===== src/pct_pkg.sv =====
// Purpose: Shared constants for the pointer color tagging unit
// Assumes: 32-bit core, single system clock, 8-bit register port address
// Notes:   Offsets are byte addresses on the plain register port

package pct_pkg;

  // ----------------------------------------------------------------
  // Register port geometry
  // ----------------------------------------------------------------
  localparam int unsigned PCT_REG_AW = 8;   // Register address width
  localparam int unsigned PCT_DW = 32;      // Register data width

  // ----------------------------------------------------------------
  // Register offsets
  // ----------------------------------------------------------------
  localparam logic [7:0] PCT_CFG_OFF = 8'h00;    // Security configuration word
  localparam logic [7:0] PCT_COLOR_OFF = 8'h04;  // Last color handed out
  localparam logic [7:0] PCT_TCNT_OFF = 8'h08;   // Tagged data access count
  localparam logic [7:0] PCT_GEOM_OFF = 8'h0c;   // Color width and indicator position
  localparam logic [7:0] PCT_SEED_OFF = 8'h10;   // Color source reseed

  // ----------------------------------------------------------------
  // Field positions and reset values
  // ----------------------------------------------------------------
  localparam int unsigned PCT_EN_BIT = 0;          // tagging_enable_field position
  localparam logic PCT_EN_RST = 1'b1;              // Feature on after reset
  localparam int unsigned PCT_GEOM_SEL_LSB = 8;    // Indicator position field in GEOM
  localparam int unsigned PCT_GEOM_LW_LSB = 16;    // Region address width field in GEOM
  localparam logic [31:0] PCT_TCNT_RST = 32'h0000_0000;
  localparam logic [31:0] PCT_SEED_RST = 32'h0000_0001;  // Any nonzero LFSR start
  localparam logic [31:0] PCT_LFSR_TAPS = 32'h8020_0003; // Maximal-length taps

  // ----------------------------------------------------------------
  // Instruction encoding (custom opcode space)
  // ----------------------------------------------------------------
  localparam logic [6:0] PCT_OPC = 7'h0b;      // Custom-0 major opcode
  localparam logic [2:0] PCT_F3_TAG = 3'h0;    // Tag pointer
  localparam logic [2:0] PCT_F3_UNTAG = 3'h1;  // Untag pointer
  localparam logic [6:0] PCT_F7_ZERO = 7'h00;  // Upper function bits must be zero

  // ----------------------------------------------------------------
  // Pipeline latency of both paths
  // ----------------------------------------------------------------
  localparam int unsigned PCT_LAT_CYC = 1;     // Result one edge after request

  // Decoded operation
  typedef enum logic [2:0] {
    PCT_OP_NONE = 3'b001,
    PCT_OP_TAG = 3'b010,
    PCT_OP_UNTAG = 3'b100
  } pct_op_e;

endpackage


===== src/pct_color_source.sv =====
// Purpose: Free-running Galois LFSR that supplies pointer colors
// Assumes: Advanced every clock, reseed on request
// Notes:   Suits fault-only and logical attackers, not advanced ones

`timescale 1ns/1ns

module pct_color_source
  import pct_pkg::*;
#(
  parameter int unsigned W = 32,
  parameter logic [W-1:0] TAPS = PCT_LFSR_TAPS[W-1:0],
  parameter logic [W-1:0] SEED = PCT_SEED_RST[W-1:0]
) (
  // Clock and reset
  input wire logic mclk_i,
  input wire logic rst_n_i,
  // Reseed request
  input wire logic load_i,
  input wire logic [W-1:0] seed_i,
  // Current state
  output logic [W-1:0] state_o
);

  logic [W-1:0] state_reg;   // LFSR state
  logic [W-1:0] state_next;  // One step ahead

  // ----------------------------------------------------------------
  // Step logic
  // ----------------------------------------------------------------
  // Galois step; zero seed refused since it locks the register
  always_comb begin
    state_next = {1'b0, state_reg[W-1:1]} ^ (state_reg[0] ? TAPS : '0);
    if (load_i && (seed_i != '0)) begin
      state_next = seed_i;
    end
  end

  // Clocked on every rising edge so the draw time is hard to predict
  always_ff @(posedge mclk_i or negedge rst_n_i) begin
    if (!rst_n_i) begin
      state_reg <= SEED;
    end else begin
      state_reg <= state_next;
    end
  end

  assign state_o = state_reg;

endmodule


===== src/pct_color_split.sv =====
// Purpose: Split a pointer into indicator, color and region address
// Assumes: Indicator bit sits above the color, color above the region bits
// Notes:   Purely combinational; used by both the ALU and the data path

`timescale 1ns/1ns

module pct_color_split #(
  parameter int unsigned AW = 32,
  parameter int unsigned CW = 8,
  parameter int unsigned SEL = 31,
  parameter logic [AW-1:0] OFFSET = '0
) (
  // Control
  input wire logic en_i,
  // Incoming pointer
  input wire logic [AW-1:0] addr_i,
  // Split result
  output logic tagged_o,
  output logic [CW-1:0] color_o,
  output logic [AW-1:0] addr_o
);

  localparam int unsigned LW = SEL - CW;  // Region address width

  logic [AW-1:0] low_ext;  // Region bits, zero extended

  // ----------------------------------------------------------------
  // Split
  // ----------------------------------------------------------------
  always_comb begin
    low_ext = '0;
    low_ext[LW-1:0] = addr_i[LW-1:0];
    tagged_o = en_i && addr_i[SEL];
    if (tagged_o) begin
      color_o = addr_i[SEL-1 -: CW];
      addr_o = low_ext + OFFSET;
    end else begin
      // Untagged or disabled: untouched, color zero
      color_o = '0;
      addr_o = addr_i;
    end
  end

endmodule


===== src/pct_tagging_unit.sv =====
// Purpose: Pointer tag/untag execution and data tweak color extraction
// Assumes: Core presents one decoded word per cycle; bus requests are flopped
// Notes:   Both result paths answer one edge after their request

`timescale 1ns/1ns

module pct_tagging_unit
  import pct_pkg::*;
#(
  parameter int unsigned AW = 32,
  parameter int unsigned CW = 8,
  parameter int unsigned SEL = AW - 1,
  parameter logic [AW-1:0] OFFSET = '0,
  parameter int unsigned RNG_W = 32
) (
  // Clock and reset
  input wire logic mclk_i,
  input wire logic rst_n_i,
  // Register port
  input wire logic [PCT_REG_AW-1:0] reg_addr_i,
  input wire logic [PCT_DW-1:0] reg_wdata_i,
  input wire logic reg_we_i,
  input wire logic reg_re_i,
  output logic [PCT_DW-1:0] reg_rdata_o,
  // Instruction issue from decode
  input wire logic ins_valid_i,
  input wire logic [31:0] ins_word_i,
  input wire logic [AW-1:0] ins_rs1_i,
  // Instruction result to writeback
  output logic res_valid_o,
  output logic [4:0] res_rd_o,
  output logic [AW-1:0] res_data_o,
  // Data bus request from the load/store unit
  input wire logic dreq_i,
  input wire logic dreq_we_i,
  input wire logic [AW-1:0] dreq_addr_i,
  input wire logic [31:0] dreq_wdata_i,
  // Request toward the data encryption engine
  output logic eng_req_o,
  output logic eng_we_o,
  output logic [AW-1:0] eng_addr_o,
  output logic [31:0] eng_wdata_o,
  output logic eng_tagged_o,
  output logic [CW-1:0] eng_color_o
);

  // ----------------------------------------------------------------
  // Geometry
  // ----------------------------------------------------------------
  // Protected region spans 2**LW bytes; more color means less region
  localparam int unsigned LW = SEL - CW;

  // ----------------------------------------------------------------
  // Declarations
  // ----------------------------------------------------------------
  logic en_reg;                       // tagging_enable_field
  logic [CW-1:0] color_last_reg;      // Last color handed to a tag
  logic [31:0] tcnt_reg;              // Tagged data accesses seen
  logic [31:0] tcnt_next;             // Counter step
  logic [PCT_DW-1:0] rdata_reg;       // Read data, one cycle later
  logic [PCT_DW-1:0] rdata_next;      // Read mux
  logic res_valid_reg;                // Result strobe
  logic [4:0] res_rd_reg;             // Destination register
  logic [AW-1:0] res_data_reg;        // Tagged or plain pointer
  logic [AW-1:0] res_data_next;       // ALU output
  logic eng_req_reg;                  // Engine request strobe
  logic eng_we_reg;                   // Engine write flag
  logic [AW-1:0] eng_addr_reg;        // Remapped address
  logic [31:0] eng_wdata_reg;         // Write data passed through
  logic eng_tagged_reg;               // Tagged access flag
  logic [CW-1:0] eng_color_reg;       // Color part of the tweak
  pct_op_e op;                        // Decoded operation
  logic [RNG_W-1:0] rng_state;        // color_random_source state
  logic rng_load;                     // Reseed write
  logic [CW-1:0] color_new;           // Fresh color for a tag
  logic [AW-1:0] rel_addr;            // Pointer relative to region base
  logic un_tagged;                    // Untag path: operand carries a color
  logic [AW-1:0] un_addr;             // Untag path: plain pointer
  logic d_tagged;                     // Data path: access is tagged
  logic [CW-1:0] d_color;             // Data path: extracted color
  logic [AW-1:0] d_addr;              // Data path: engine address
  logic wr_cfg;                       // Write hits config
  logic [PCT_DW-1:0] geom_word;       // Read-only geometry word

  // ----------------------------------------------------------------
  // Color source
  // ----------------------------------------------------------------
  // Entropy must cover every color bit
  if (RNG_W < CW) begin : g_rng_too_small
    $error("Color source narrower than the color field");
  end

  // Free-running LFSR: enough against fault and logical attackers;
  // swap in a cryptographic generator for stronger threat models
  pct_color_source #(
    .W(RNG_W),
    .TAPS(PCT_LFSR_TAPS[RNG_W-1:0]),
    .SEED(PCT_SEED_RST[RNG_W-1:0])
  ) u_rng (
    .mclk_i(mclk_i),
    .rst_n_i(rst_n_i),
    .load_i(rng_load),
    .seed_i(reg_wdata_i[RNG_W-1:0]),
    .state_o(rng_state)
  );

  // Low bits of the source become the color
  assign color_new = rng_state[CW-1:0];

  // ----------------------------------------------------------------
  // Shared pointer split units
  // ----------------------------------------------------------------
  // One parameter set feeds both instances so the layouts never drift
  pct_color_split #(
    .AW(AW),
    .CW(CW),
    .SEL(SEL),
    .OFFSET(OFFSET)
  ) u_split_alu (
    .en_i(1'b1),
    .addr_i(ins_rs1_i),
    .tagged_o(un_tagged),
    .color_o(),
    .addr_o(un_addr)
  );

  // Data side honours the enable; the untag side always strips
  pct_color_split #(
    .AW(AW),
    .CW(CW),
    .SEL(SEL),
    .OFFSET(OFFSET)
  ) u_split_data (
    .en_i(en_reg),
    .addr_i(dreq_addr_i),
    .tagged_o(d_tagged),
    .color_o(d_color),
    .addr_o(d_addr)
  );

  // ----------------------------------------------------------------
  // Instruction decode
  // ----------------------------------------------------------------
  // Only exact encodings are claimed; anything else is left to the core
  always_comb begin
    op = PCT_OP_NONE;
    if (ins_valid_i && (ins_word_i[6:0] == PCT_OPC) &&
        (ins_word_i[31:25] == PCT_F7_ZERO)) begin
      case (ins_word_i[14:12])
        PCT_F3_TAG: begin
          op = PCT_OP_TAG;
        end
        PCT_F3_UNTAG: begin
          op = PCT_OP_UNTAG;
        end
        default: begin
          op = PCT_OP_NONE;
        end
      endcase
    end
  end

  // ----------------------------------------------------------------
  // ALU: tag and untag
  // ----------------------------------------------------------------
  // Region-relative address keeps tag and data remap inverse of each other
  assign rel_addr = ins_rs1_i - OFFSET;

  always_comb begin
    res_data_next = ins_rs1_i;
    case (op)
      PCT_OP_TAG: begin
        if (en_reg) begin
          // Indicator, fresh color, region bits above offset
          res_data_next = '0;
          res_data_next[SEL] = 1'b1;
          res_data_next[SEL-1 -: CW] = color_new;
          res_data_next[LW-1:0] = rel_addr[LW-1:0];
        end else begin
          // Feature off: pointer comes back untouched
          res_data_next = ins_rs1_i;
        end
      end
      PCT_OP_UNTAG: begin
        // Plain pointer; an untagged operand passes unchanged
        res_data_next = un_tagged ? un_addr : ins_rs1_i;
      end
      PCT_OP_NONE: begin
        res_data_next = ins_rs1_i;
      end
      default: begin
        res_data_next = ins_rs1_i;
      end
    endcase
  end

  // Result strobe, one edge after issue
  always_ff @(posedge mclk_i or negedge rst_n_i) begin
    if (!rst_n_i) begin
      res_valid_reg <= 1'b0;
      res_rd_reg <= 5'h00;
      res_data_reg <= '0;
    end else begin
      res_valid_reg <= (op != PCT_OP_NONE);
      res_rd_reg <= ins_word_i[11:7];
      res_data_reg <= res_data_next;
    end
  end

  // Remember the color handed out, for software inspection
  always_ff @(posedge mclk_i or negedge rst_n_i) begin
    if (!rst_n_i) begin
      color_last_reg <= '0;
    end else if ((op == PCT_OP_TAG) && en_reg) begin
      color_last_reg <= color_new;
    end
  end

  // ----------------------------------------------------------------
  // Data tweak path
  // ----------------------------------------------------------------
  // Whole request is flopped so address, color and strobe stay aligned
  always_ff @(posedge mclk_i or negedge rst_n_i) begin
    if (!rst_n_i) begin
      eng_req_reg <= 1'b0;
      eng_we_reg <= 1'b0;
      eng_addr_reg <= '0;
      eng_wdata_reg <= 32'h0000_0000;
      eng_tagged_reg <= 1'b0;
      eng_color_reg <= '0;
    end else begin
      eng_req_reg <= dreq_i;
      eng_we_reg <= dreq_we_i;
      eng_addr_reg <= d_addr;
      eng_wdata_reg <= dreq_wdata_i;
      // No request, no color: idle tweak stays at zero
      eng_tagged_reg <= dreq_i && d_tagged;
      eng_color_reg <= dreq_i ? d_color : '0;
    end
  end

  // Tagged access counter, wraps silently
  always_comb begin
    tcnt_next = tcnt_reg;
    if (dreq_i && d_tagged) begin
      tcnt_next = tcnt_reg + 32'h0000_0001;
    end
    if (reg_we_i && (reg_addr_i == PCT_TCNT_OFF)) begin
      // Any write clears; a hit in the same cycle still counts
      tcnt_next = (dreq_i && d_tagged) ? 32'h0000_0001 : PCT_TCNT_RST;
    end
  end

  always_ff @(posedge mclk_i or negedge rst_n_i) begin
    if (!rst_n_i) begin
      tcnt_reg <= PCT_TCNT_RST;
    end else begin
      tcnt_reg <= tcnt_next;
    end
  end

  // ----------------------------------------------------------------
  // Register port
  // ----------------------------------------------------------------
  assign wr_cfg = reg_we_i && (reg_addr_i == PCT_CFG_OFF);
  assign rng_load = reg_we_i && (reg_addr_i == PCT_SEED_OFF);

  // Enable field; takes effect on the next request after the write
  always_ff @(posedge mclk_i or negedge rst_n_i) begin
    if (!rst_n_i) begin
      en_reg <= PCT_EN_RST;
    end else if (wr_cfg) begin
      en_reg <= reg_wdata_i[PCT_EN_BIT];
    end
  end

  // Geometry word lets software locate the indicator and region size
  always_comb begin
    geom_word = '0;
    geom_word[7:0] = 8'(CW);
    geom_word[PCT_GEOM_SEL_LSB +: 8] = 8'(SEL);
    geom_word[PCT_GEOM_LW_LSB +: 8] = 8'(LW);
  end

  // Read mux; unmapped offsets read as zero
  always_comb begin
    rdata_next = '0;
    case (reg_addr_i)
      PCT_CFG_OFF: begin
        rdata_next[PCT_EN_BIT] = en_reg;
      end
      PCT_COLOR_OFF: begin
        rdata_next[CW-1:0] = color_last_reg;
      end
      PCT_TCNT_OFF: begin
        rdata_next = tcnt_reg;
      end
      PCT_GEOM_OFF: begin
        rdata_next = geom_word;
      end
      PCT_SEED_OFF: begin
        // Reading the live state would leak the next colors
        rdata_next = '0;
      end
      default: begin
        rdata_next = '0;
      end
    endcase
  end

  // Data valid only in the cycle after the read strobe
  always_ff @(posedge mclk_i or negedge rst_n_i) begin
    if (!rst_n_i) begin
      rdata_reg <= '0;
    end else if (reg_re_i) begin
      rdata_reg <= rdata_next;
    end else begin
      rdata_reg <= '0;
    end
  end

  // ----------------------------------------------------------------
  // Outputs, all from flip-flops on the one system clock
  // ----------------------------------------------------------------
  assign reg_rdata_o = rdata_reg;
  assign res_valid_o = res_valid_reg;
  assign res_rd_o = res_rd_reg;
  assign res_data_o = res_data_reg;
  assign eng_req_o = eng_req_reg;
  assign eng_we_o = eng_we_reg;
  assign eng_addr_o = eng_addr_reg;
  assign eng_wdata_o = eng_wdata_reg;
  assign eng_tagged_o = eng_tagged_reg;
  assign eng_color_o = eng_color_reg;

endmodule


===== config.mk =====
export PLATFORM = sky130hd
export DESIGN_NAME = pct_tagging_unit
export DESIGN_NICKNAME = d
export VERILOG_FILES = /design/src/pct_pkg.sv /design/src/pct_color_source.sv /design/src/pct_color_split.sv /design/src/pct_tagging_unit.sv
export SDC_FILE = /design/constraint.sdc
export NUM_CORES = 1
export LEC_CHECK = 0
export BUFFER_PORTS_ARGS = -buffer_cell sky130_fd_sc_hd__clkbuf_2
export CORE_MARGIN = 8
export CORE_UTILIZATION = 40
export DETAILED_ROUTE_END_ITERATION = 12
export GPL_TIMING_DRIVEN = 0
export PLACE_DENSITY = 0.71
export SLEW_MARGIN = 0
export SYNTH_ARGS = -nofsm -noshare
export SYNTH_HDL_FRONTEND = slang
export SYNTH_HIERARCHICAL = 1
export SYNTH_SLANG_ARGS = --single-unit

===== constraint.sdc =====
create_clock -name mclk_i -period 2.2 [get_ports mclk_i]
set_clock_uncertainty 0.2 [all_clocks]
set_input_delay 0.33 -clock mclk_i [delete_from_list [all_inputs] [get_ports mclk_i]]
set_output_delay 0.33 -clock mclk_i [all_outputs]
set_load 0.02 [all_outputs]

==> results of run 1 <==
[repair_timing]
| item | 4_1_cts | 5_1_grt |
|---|---|---|
| endpoints found under the hold margin | 364 | 0 |
| resized for setup | 13 | 19 |
| setup buffers | 7 | 14 |
| hold buffers | 137 | 0 |
| setup endpoints to repair | 24 | 67 |
| pin swaps | 10 | 11 |
[tightest hold or removal path: stages]
cell      delay (ps)
clkbuf_2          80
nor4b_2           50
and4bb_2         220
[power by group through the flow]
stage | Clock, W | Sequential [W] | Combinational, W
final | 0.00414 | 0.00466 | 0.00143
after global routing | 0.00441 | 0.00471 | 0.00153
after CTS | 0.00425 | 0.00466 | 0.00140
after detailed placement | 0 | 0.00473 | 0.00120
after global placement | 0 | 0.00473 | 0.00115
after floorplan | 0 | 0.00476 | 0.000646
[cell usage in the layout (no fill, tap or decap), types with 5 or more instances in the layout]
cell             n
clkbuf_1         8
nand3_1          8
and3_1          17
nor2_1          28
mux2_2          33
o21ai_0          6
a21oi_1         10
mux2_4          30
or3_1            6
and2_1          26
dfrtp_1        216
a221o_1          5
clkbuf_16       25
buf_4           69
mux2_1           5
nor2b_1          8
a22oi_1          7
xor2_1          19
dlygate4sd3_1  137
buf_2            8
nand4_1         15
xnor2_1          7
a21boi_0        15
clkbuf_2       284
clkbuf_8         9
nand2_1         41
[worst paths after layout]
| check | startpoint | endpoint | cells past startpoint |
|---|---|---|---|
| worst max-delay path | en_reg$_DFFE_PN1P_ | tcnt_reg[29]$_DFFE_PN0P_ | 8 |
| worst min-delay path | ins_word_i[25] | res_valid_o$_DFF_PN0_ | 3 |
| worst max register to register | en_reg$_DFFE_PN1P_ | tcnt_reg[29]$_DFFE_PN0P_ | 8 |
| worst min register to register | u_rng/state_o[23]$_DFF_PN0_ | u_rng/state_o[22]$_DFF_PN0_ | 1 |
| max in group asynchronous | rst_n_i | eng_addr_o[31]$_DFF_PN0_ | 3 |
| min in group asynchronous | rst_n_i | reg_rdata_o[14]$_DFF_PN0_ | 2 |
[layer usage]
layer	wire (µm)	vias up	global-route usage, %
li1	-	3102	-
met1	9954	3295	22.93
met2	12070	293	30.55
met3	2422	44	6.048
met4	724	0	6.172
met5	0	-	0
[through the flow]
step	hold slack, ps	worst slack, ps
3_5_place_dp	63.42	-609.6
4_1_cts	13.81	-58.91
2_1_floorplan	-165.6	2.145
6_report	34.79	-53.07
5_1_grt	23.43	-157.2
3_3_place_gp	238.2	-3618
[layout make-up]
| type | count | area [µm²] |
|---|---|---|
| inverters | 4 | 15.01 |
| flip-flops and latches | 218 | 5461 |
| well taps | 280 | 350.3 |
| clock buffers | 37 | 750.7 |
| multi-input cells | 351 | 2815 |
| repair buffers | 445 | 3023 |
| plain buffers | 69 | 520.5 |
| fillers | 1659 | 8531 |
| clock inverters | 6 | 86.33 |
==> impl_metrics.csv, run 1 <==
group,metric,value,unit
layout,final_nets,1289,
clock_tree,ctsLongestPathBuffers,3,
power,ir_worst_vdd,562.6,µV
timing,setup_viol,9,
layout,final_layout_size_suffix_gt1_share,44.69,%
global_route,grt_overflow,0,
route,vias,6734,
clock_tree,htree_levels,1,
floorplanning,die_area,26610,µm²
global_route,grt_max_degree,97,
layout,design_area,13020,µm²
place,dp_cells,1210,
route,ant_nets,0,
power,clock_power_share,40.5,%
worst_setup_path,path_buf_inv,2,
route,drt_wl_total,25170,µm
floorplanning,start_util,40.17,%
floorplanning,die_h,163.1,µm
floorplanning,coreArea,21550,µm²
route,wire_per_inst,17.85,µm
worst_setup_path,reg2reg_slack,-50,ps
layout,diodes,0,
layout,stdcell_count,1410,
worst_setup_path,max_stage_delay,640,ps
route,drc,0,
clock_tree,insertion_delay,500,ps
clock_tree,cts_buffers,24,
timing,tightestPinTransition,722.3,ps
worst_setup_path,start_kind,"flip-flop",
worst_setup_path,critical_path_class,"reg -> reg",
power,finalPower,0.01023,W
worst_setup_path,crit_family,"simple AND/OR/NAND/NOR gates",
global_route,grt_first_pass_wirelength,39780,µm
power,combinationalPowerShare,13.9,%
hold_path,min_path_type,"in -> reg",
place,gp_congestion,0.8201,
outcome,violations,"negative setup slack",
place,post-dp-hpwl,16210,µm
place,place_area,10510,µm²
power,leakage,6.618,nW
worst_setup_path,crit_arrival,2490,ps
timing,max_freq,0.4438,GHz
yosys,ys.warnings.count,6,
route,drt_iter0_markers,332,
power,switching_share,23.03,%
global_route,grt_use_total,18.65,%
yosys,syn-cell-area,8657,µm²
global_route,grt_pass1_vias,7306,
timing,min_period,2253,ps
worst_setup_path,crit_path_end_kind,"flip-flop",
floorplanning,die_x,163.1,µm
clock_tree,cts_tree,"done",
outcome,status,"complete, but fails checks",
flow_run,max-cap-violations,0,
clock_tree,cts_num_sinks,218,
layout,final_util,60.42,%
timing,rsz0062_at_grt,"true",
yosys,netlist_instances,642,
power,p_switching,0.002355,W
floorplanning,io_pins,320,
power,powerDensity,785.5,nW/µm²
route,first_pass_iters,4,
timing,maxSlewViolCount,0,
worst_setup_path,cp.required,2440,ps
timing,period_share,102.4,%
timing,relSlewSlack,51.47,%
floorplanning,num_rows,54,
place,portBuffers,285,
yosys,syn_area_per_cell,13.48,µm²
clock_tree,root_buffer,"clkbuf_16",
route,avgViaCountPerCell,4.776,
layout,area_growth,50.43,%
worst_setup_path,worst-path-max-fanout,5,
timing,finalSetupTns,-253.3,ps
worst_setup_path,crit_chain,"buf_8 > and2_4 > nand2_4 > nor3_4 > nand4_1 > buf_4 > or3_4 > a21oi_2",
worst_setup_path,crit_slowest_cell,"dfstp_4",
timing,setup_ws,-53.07,ps
power,p_int,0.007873,W
power,seqPwrFrac,45.6,%
global_route,antenna_found_initial,0,
clock_tree,cts.reportedPaths.clkPinSlew,60,ps
timing,finalHoldViolCount,0,
No activity file was read; power rests on OpenSTA's default activity.
==> run 2, diff against run 1 <==
- SKIP_LAST_GASP: default -> 1
==> run 2 against run 1 <==
Effect of this change: the run still ends with negative setup slack left; non-clock buffer count rose by 1; register-to-register slack barely moved; die area did not move; critical endpoint unchanged; sequential share of layout area barely moved.
==> impl_metrics.csv, run 2 (synthesized netlist as in run 1, its figures left out) <==
group,metric,value,unit
timing,finalHoldViolCount,0,
clock_tree,insertion_delay,510,ps
clock_tree,ctsLongestPathBuffers,3,
floorplanning,die_area,26610,µm²
floorplanning,num_rows,54,
layout,final_cell_mix,"284 x clkbuf_2, 216 x dfrtp_1, 137 x dlygate4sd3_1",
worst_setup_path,crit_arrival,2490,ps
floorplanning,die_h,163.1,µm
floorplanning,io_pins,320,
clock_tree,root_buffer,"clkbuf_16",
power,powerDensity,786.8,nW/µm²
timing,max_freq,0.4445,GHz
place,dp_slack,-609.6,ps
floorplanning,die_x,163.1,µm
hold_path,min_path_type,"in -> reg",
worst_setup_path,crit_path_end_kind,"flip-flop",
clock_tree,cts.reportedPaths.clkPinSlew,60,ps
layout,final_nets,1290,
route,avgViaCountPerCell,4.743,
power,leakage,6.624,nW
layout,final_common_cell,"clkbuf_2",
timing,setup_viol,22,
global_route,antenna_found_initial,0,
flow_run,max-cap-violations,0,
clock_tree,htree_levels,1,
route,wire_per_inst,17.86,µm
power,ir_worst_vdd,561.5,µV
clock_tree,cts_buffers,24,
route,drc,0,
worst_setup_path,cp.required,2440,ps
worst_setup_path,start_kind,"flip-flop",
outcome,status,"complete, but fails checks",
route,drt_wl_total,25200,µm
timing,setup_ws,-49.91,ps
global_route,grt_use_total,18.63,%
global_route,grt_max_degree,97,
timing,period_share,102.3,%
worst_setup_path,critical_path_class,"reg -> reg",
clock_tree,cts_num_sinks,218,
layout,final_layout_size_suffix_gt1_share,44.47,%
layout,seq_area,5461,µm²
clock_tree,cts_tree,"done",
layout,multi_input_area,2793,µm²
floorplanning,start_util,40.17,%
layout,area_growth,50.25,%
route,first_pass_iters,5,
place,post-dp-hpwl,16210,µm
timing,relSlewSlack,50.30,%
route,drt_iter0_markers,347,
outcome,violations,"negative setup slack",
timing,min_period,2250,ps
global_route,grt_overflow,0,
global_route,grt_pass1_vias,7309,
place,portBuffers,285,
timing,whs,36.88,ps
timing,tightestPinTransition,739.8,ps
layout,diodes,0,
route,vias,6692,
place,gp_congestion,0.8201,
floorplanning,coreArea,21550,µm²
route,ant_nets,0,
layout,fillCellCount,1662,
worst_setup_path,worst-path-max-fanout,5,
timing,maxSlewViolCount,0,
timing,rsz0062_at_grt,"true",
global_route,grt_first_pass_wirelength,39760,µm
-- run 2: cell types whose count changed in the layout (fill, tap and decap cells not counted), sizes merged --
cell and delta:
buf +1
-- run 2: final cells by class --
type                       count  share of cell area, %
clock inverter                 6                 0.6637
tap                          280                  2.693
clock buffer                  37                  5.771
multi-input combinational    351                  21.47
timing repair buffer         446                  23.30
inverter                       4                 0.1154
buffer                        69                  4.002
sequential                   218                  41.99
-- run 2: worst paths after layout --
kind	from	to	slack, ps	cells past startpoint
worst max-delay path	en_reg$_DFFE_PN1P_	tcnt_reg[29]$_DFFE_PN0P_	-50	8
worst min-delay path	ins_word_i[25]	res_valid_o$_DFF_PN0_	40	3
worst max register to register	en_reg$_DFFE_PN1P_	tcnt_reg[29]$_DFFE_PN0P_	-50	8
worst min register to register	u_rng/state_o[23]$_DFF_PN0_	u_rng/state_o[22]$_DFF_PN0_	280	1
max in group asynchronous	rst_n_i	en_reg$_DFFE_PN1P_	950	3
min in group asynchronous	rst_n_i	reg_rdata_o[27]$_DFF_PN0_	100	2
-- run 2: worst max-delay path, stage by stage (launching register included) --
cell	delay, ps
dfstp_4	640
buf_8	100
and2_4	150
nand2_4	60
nor3_4	230
nand4_1	180
buf_4	190
or3_4	320
a21oi_2	110
-- run 2: report_power, final --
group          total [W]  switching (W)  internal (W)
logic            0.00142       0.000558      0.000866
clock network    0.00414        0.00157       0.00258
registers        0.00467       0.000234       0.00443
-- run 2: metrics by stage --
stage	total power [W]	cells	util (%)	TNS, ps	area (µm²)
3_5_place_dp	0.005926	1210	48.76	-25310	10510
2_1_floorplan	0.005411	643	-	0	8668
6_report	0.01023	1411	60.35	-329.1	13010
4_1_cts	0.01031	1397	59.49	-313.3	12820
3_3_place_gp	0.005877	1208	48.46	-803930	10450
5_1_grt	0.01065	1411	60.35	-1796	13010
-- run 2: what timing repair did --
action / CTS / global route
setup buffers: 7 / 15
setup endpoints to repair: 24 / 67
resized for setup: 12 / 16
pin swaps: 9 / 13
endpoints found under the hold margin: 364 / 0
hold buffers: 137 / 0
-- run 2: routing by layer --
metal	wire length [µm]	track usage (%)
met1	10090	22.93
met2	12040	30.50
met3	2367	6.048
met4	703	6.172
met5	0	0
==> run 3, diff against run 2 <==
- CORE_ASPECT_RATIO: default -> 0.75
==> run 3 against run 2 <==
Effect of this change: the run still ends with negative setup slack left; sequential cell count is the same; global-route usage about the same; clock power shrank 5.3%; die area is 0.18% higher; maximum frequency rose by 0.30%; clock-buffer cell count fell by 2; routed wire length is 4.6% higher; sequential power about the same; critical path type is now in -> reg.
==> impl_metrics.csv, run 3 (synthesized netlist as in run 1, its figures left out) <==
group,metric,value,unit
power,switching_share,23.38,%
clock_tree,cts_buffers,23,
worst_setup_path,max_stage_delay,530,ps
power,p_int,0.007709,W
worst_setup_path,crit_arrival,2420,ps
place,dp_slack,-653.1,ps
worst_setup_path,start_kind,"primary input",
global_route,grt_overflow,0,
flow_run,max-cap-violations,0,
layout,design_area,12910,µm²
worst_setup_path,crit_chain,"dlygate4sd3_1 > clkbuf_2 > nor4_2 > nand4_1 > o21ai_4 > buf_12 > buf_6 > mux2_4",
clock_tree,htree_levels,1,
worst_setup_path,cp.required,2380,ps
timing,tightestPinTransition,937.0,ps
worst_setup_path,crit_family,"buffers and inverters",
timing,setup_ws,-43.10,ps
worst_setup_path,worst-path-max-fanout,10,
layout,final_cell_mix,"280 x clkbuf_2, 216 x dfrtp_1, 136 x dlygate4sd3_1",
place,dp_cells,1218,
place,place_area,10520,µm²
global_route,grt_use_total,18.68,%
outcome,violations,"negative setup slack",
route,wire_per_inst,18.82,µm
floorplanning,die_x,185.9,µm
timing,maxSlewViolCount,0,
worst_setup_path,crit_slowest_cell,"dlygate4sd3_1",
layout,final_nets,1273,
route,ant_nets,0,
timing,relSlewSlack,37.05,%
power,p_switching,0.002352,W
floorplanning,coreArea,21180,µm²
power,leakage,6.536,nW
timing,rsz0062_at_grt,"true",
worst_setup_path,critical_path_class,"in -> reg",
worst_setup_path,crit_path_end_kind,"flip-flop",
clock_tree,cts.reportedPaths.clkPinSlew,60,ps
global_route,grt_first_pass_wirelength,39170,µm
route,vias,6742,
floorplanning,die_area,26660,µm²
timing,period_share,102.0,%
floorplanning,die_h,143.4,µm
place,portBuffers,285,
global_route,grt_pass1_vias,7187,
global_route,antenna_found_initial,1,
clock_tree,root_buffer,"clkbuf_16",
power,powerDensity,779.4,nW/µm²
power,ir_worst_vdd,624.6,µV
power,seqPwrFrac,46.5,%
clock_tree,insertion_delay,500,ps
route,drt_wl_total,26370,µm
worst_setup_path,path_buf_inv,4,
timing,finalHoldViolCount,0,
clock_tree,ctsLongestPathBuffers,3,
hold_path,min_path_type,"in -> reg",
global_route,grt_max_degree,102,
outcome,status,"complete, but fails checks",
floorplanning,start_util,40.87,%
power,combinationalPowerShare,14.5,%
power,clock_power_share,39.0,%
place,post-dp-hpwl,17070,µm
route,drt_iter0_markers,285,
timing,setup_viol,22,
place,gp_congestion,0.7954,
layout,final_layout_size_suffix_gt1_share,43.26,%
route,avgViaCountPerCell,4.812,
timing,min_period,2243,ps
layout,area_growth,49.11,%
floorplanning,num_rows,46,
floorplanning,io_pins,320,
timing,max_freq,0.4458,GHz
layout,final_common_cell,"clkbuf_2",
clock_tree,cts_tree,"done",
layout,fillCellCount,1654,
route,drc,0,
route,first_pass_iters,4,
clock_tree,cts_num_sinks,218,
layout,stdcell_count,1401,
==> run 3: repair_timing <==
item / CTS / global route
setup buffers: 6 / 3
pin swaps: 8 / 8
endpoints found under the hold margin: 256 / 0
resized for setup: 11 / 24
gates cloned: 0 / 1
setup endpoints to repair: 27 / 69
hold buffers: 137 / 0
==> run 3: worst paths after layout <==
kind / startpoint / endpoint / slack (ps) / cells past startpoint
hold / removal: reg_re_i / reg_rdata_o[3]$_DFF_PN0_ / 40 / 2
setup reg to reg: en_reg$_DFFE_PN1P_ / tcnt_reg[20]$_DFFE_PN0P_ / -20 / 8
max in group asynchronous: rst_n_i / u_rng/state_o[0]$_DFF_PN1_ / 510 / 4
setup / recovery: reg_wdata_i[8] / u_rng/state_o[9]$_DFF_PN0_ / -40 / 8
min in group asynchronous: rst_n_i / res_data_o[11]$_DFF_PN0_ / 100 / 2
hold reg to reg: u_rng/state_o[8]$_DFF_PN0_ / u_rng/state_o[7]$_DFF_PN0_ / 280 / 1
==> run 3: area by class of cell <==
cell class	count	area, µm²	share of cell area, %
Inverter	4	15.01	0.1163
Timing Repair Buffer	430	2957	22.90
Tap cell	288	360.3	2.792
Multi-Input combinational cell	351	2831	21.93
Antenna cell	1	2.502	0.01939
Buffer	69	520.5	4.032
Sequential cell	218	5461	42.31
Clock inverter	5	100.1	0.7754
Clock buffer	35	660.6	5.118
==> run 3: routing by layer <==
metal | wire (µm) | up-vias | track usage (%)
li1 | - | 3067 | -
met1 | 10780 | 3316 | 23.41
met2 | 12400 | 320 | 30.49
met3 | 2697 | 39 | 6.534
met4 | 495 | 0 | 4.710
met5 | 0 | - | 0
==> run 3: power groups by stage <==
stage	Clock, W	Sequential [W]	Combinational [W]
2_1_floorplan	0	0.00476	0.000646
3_3_place_gp	0	0.00473	0.00116
3_5_place_dp	0	0.00473	0.00121
4_1_cts	0.00402	0.00467	0.00141
5_1_grt	0.00418	0.00471	0.00156
6_report	0.00392	0.00468	0.00146
==> run 3: through the flow <==
step | TNS [ps] | hold slack, ps | total power [W] | util, %
6_report | -703.0 | 35.97 | 0.01006 | 60.95
3_3_place_gp | -813780 | 238.2 | 0.005894 | 49.36
5_1_grt | -811.3 | 26.34 | 0.01045 | 60.95
3_5_place_dp | -33670 | 34.30 | 0.005946 | 49.66
2_1_floorplan | 0 | -165.6 | 0.005411 | -
4_1_cts | -32.76 | 3.293 | 0.01011 | 60.17
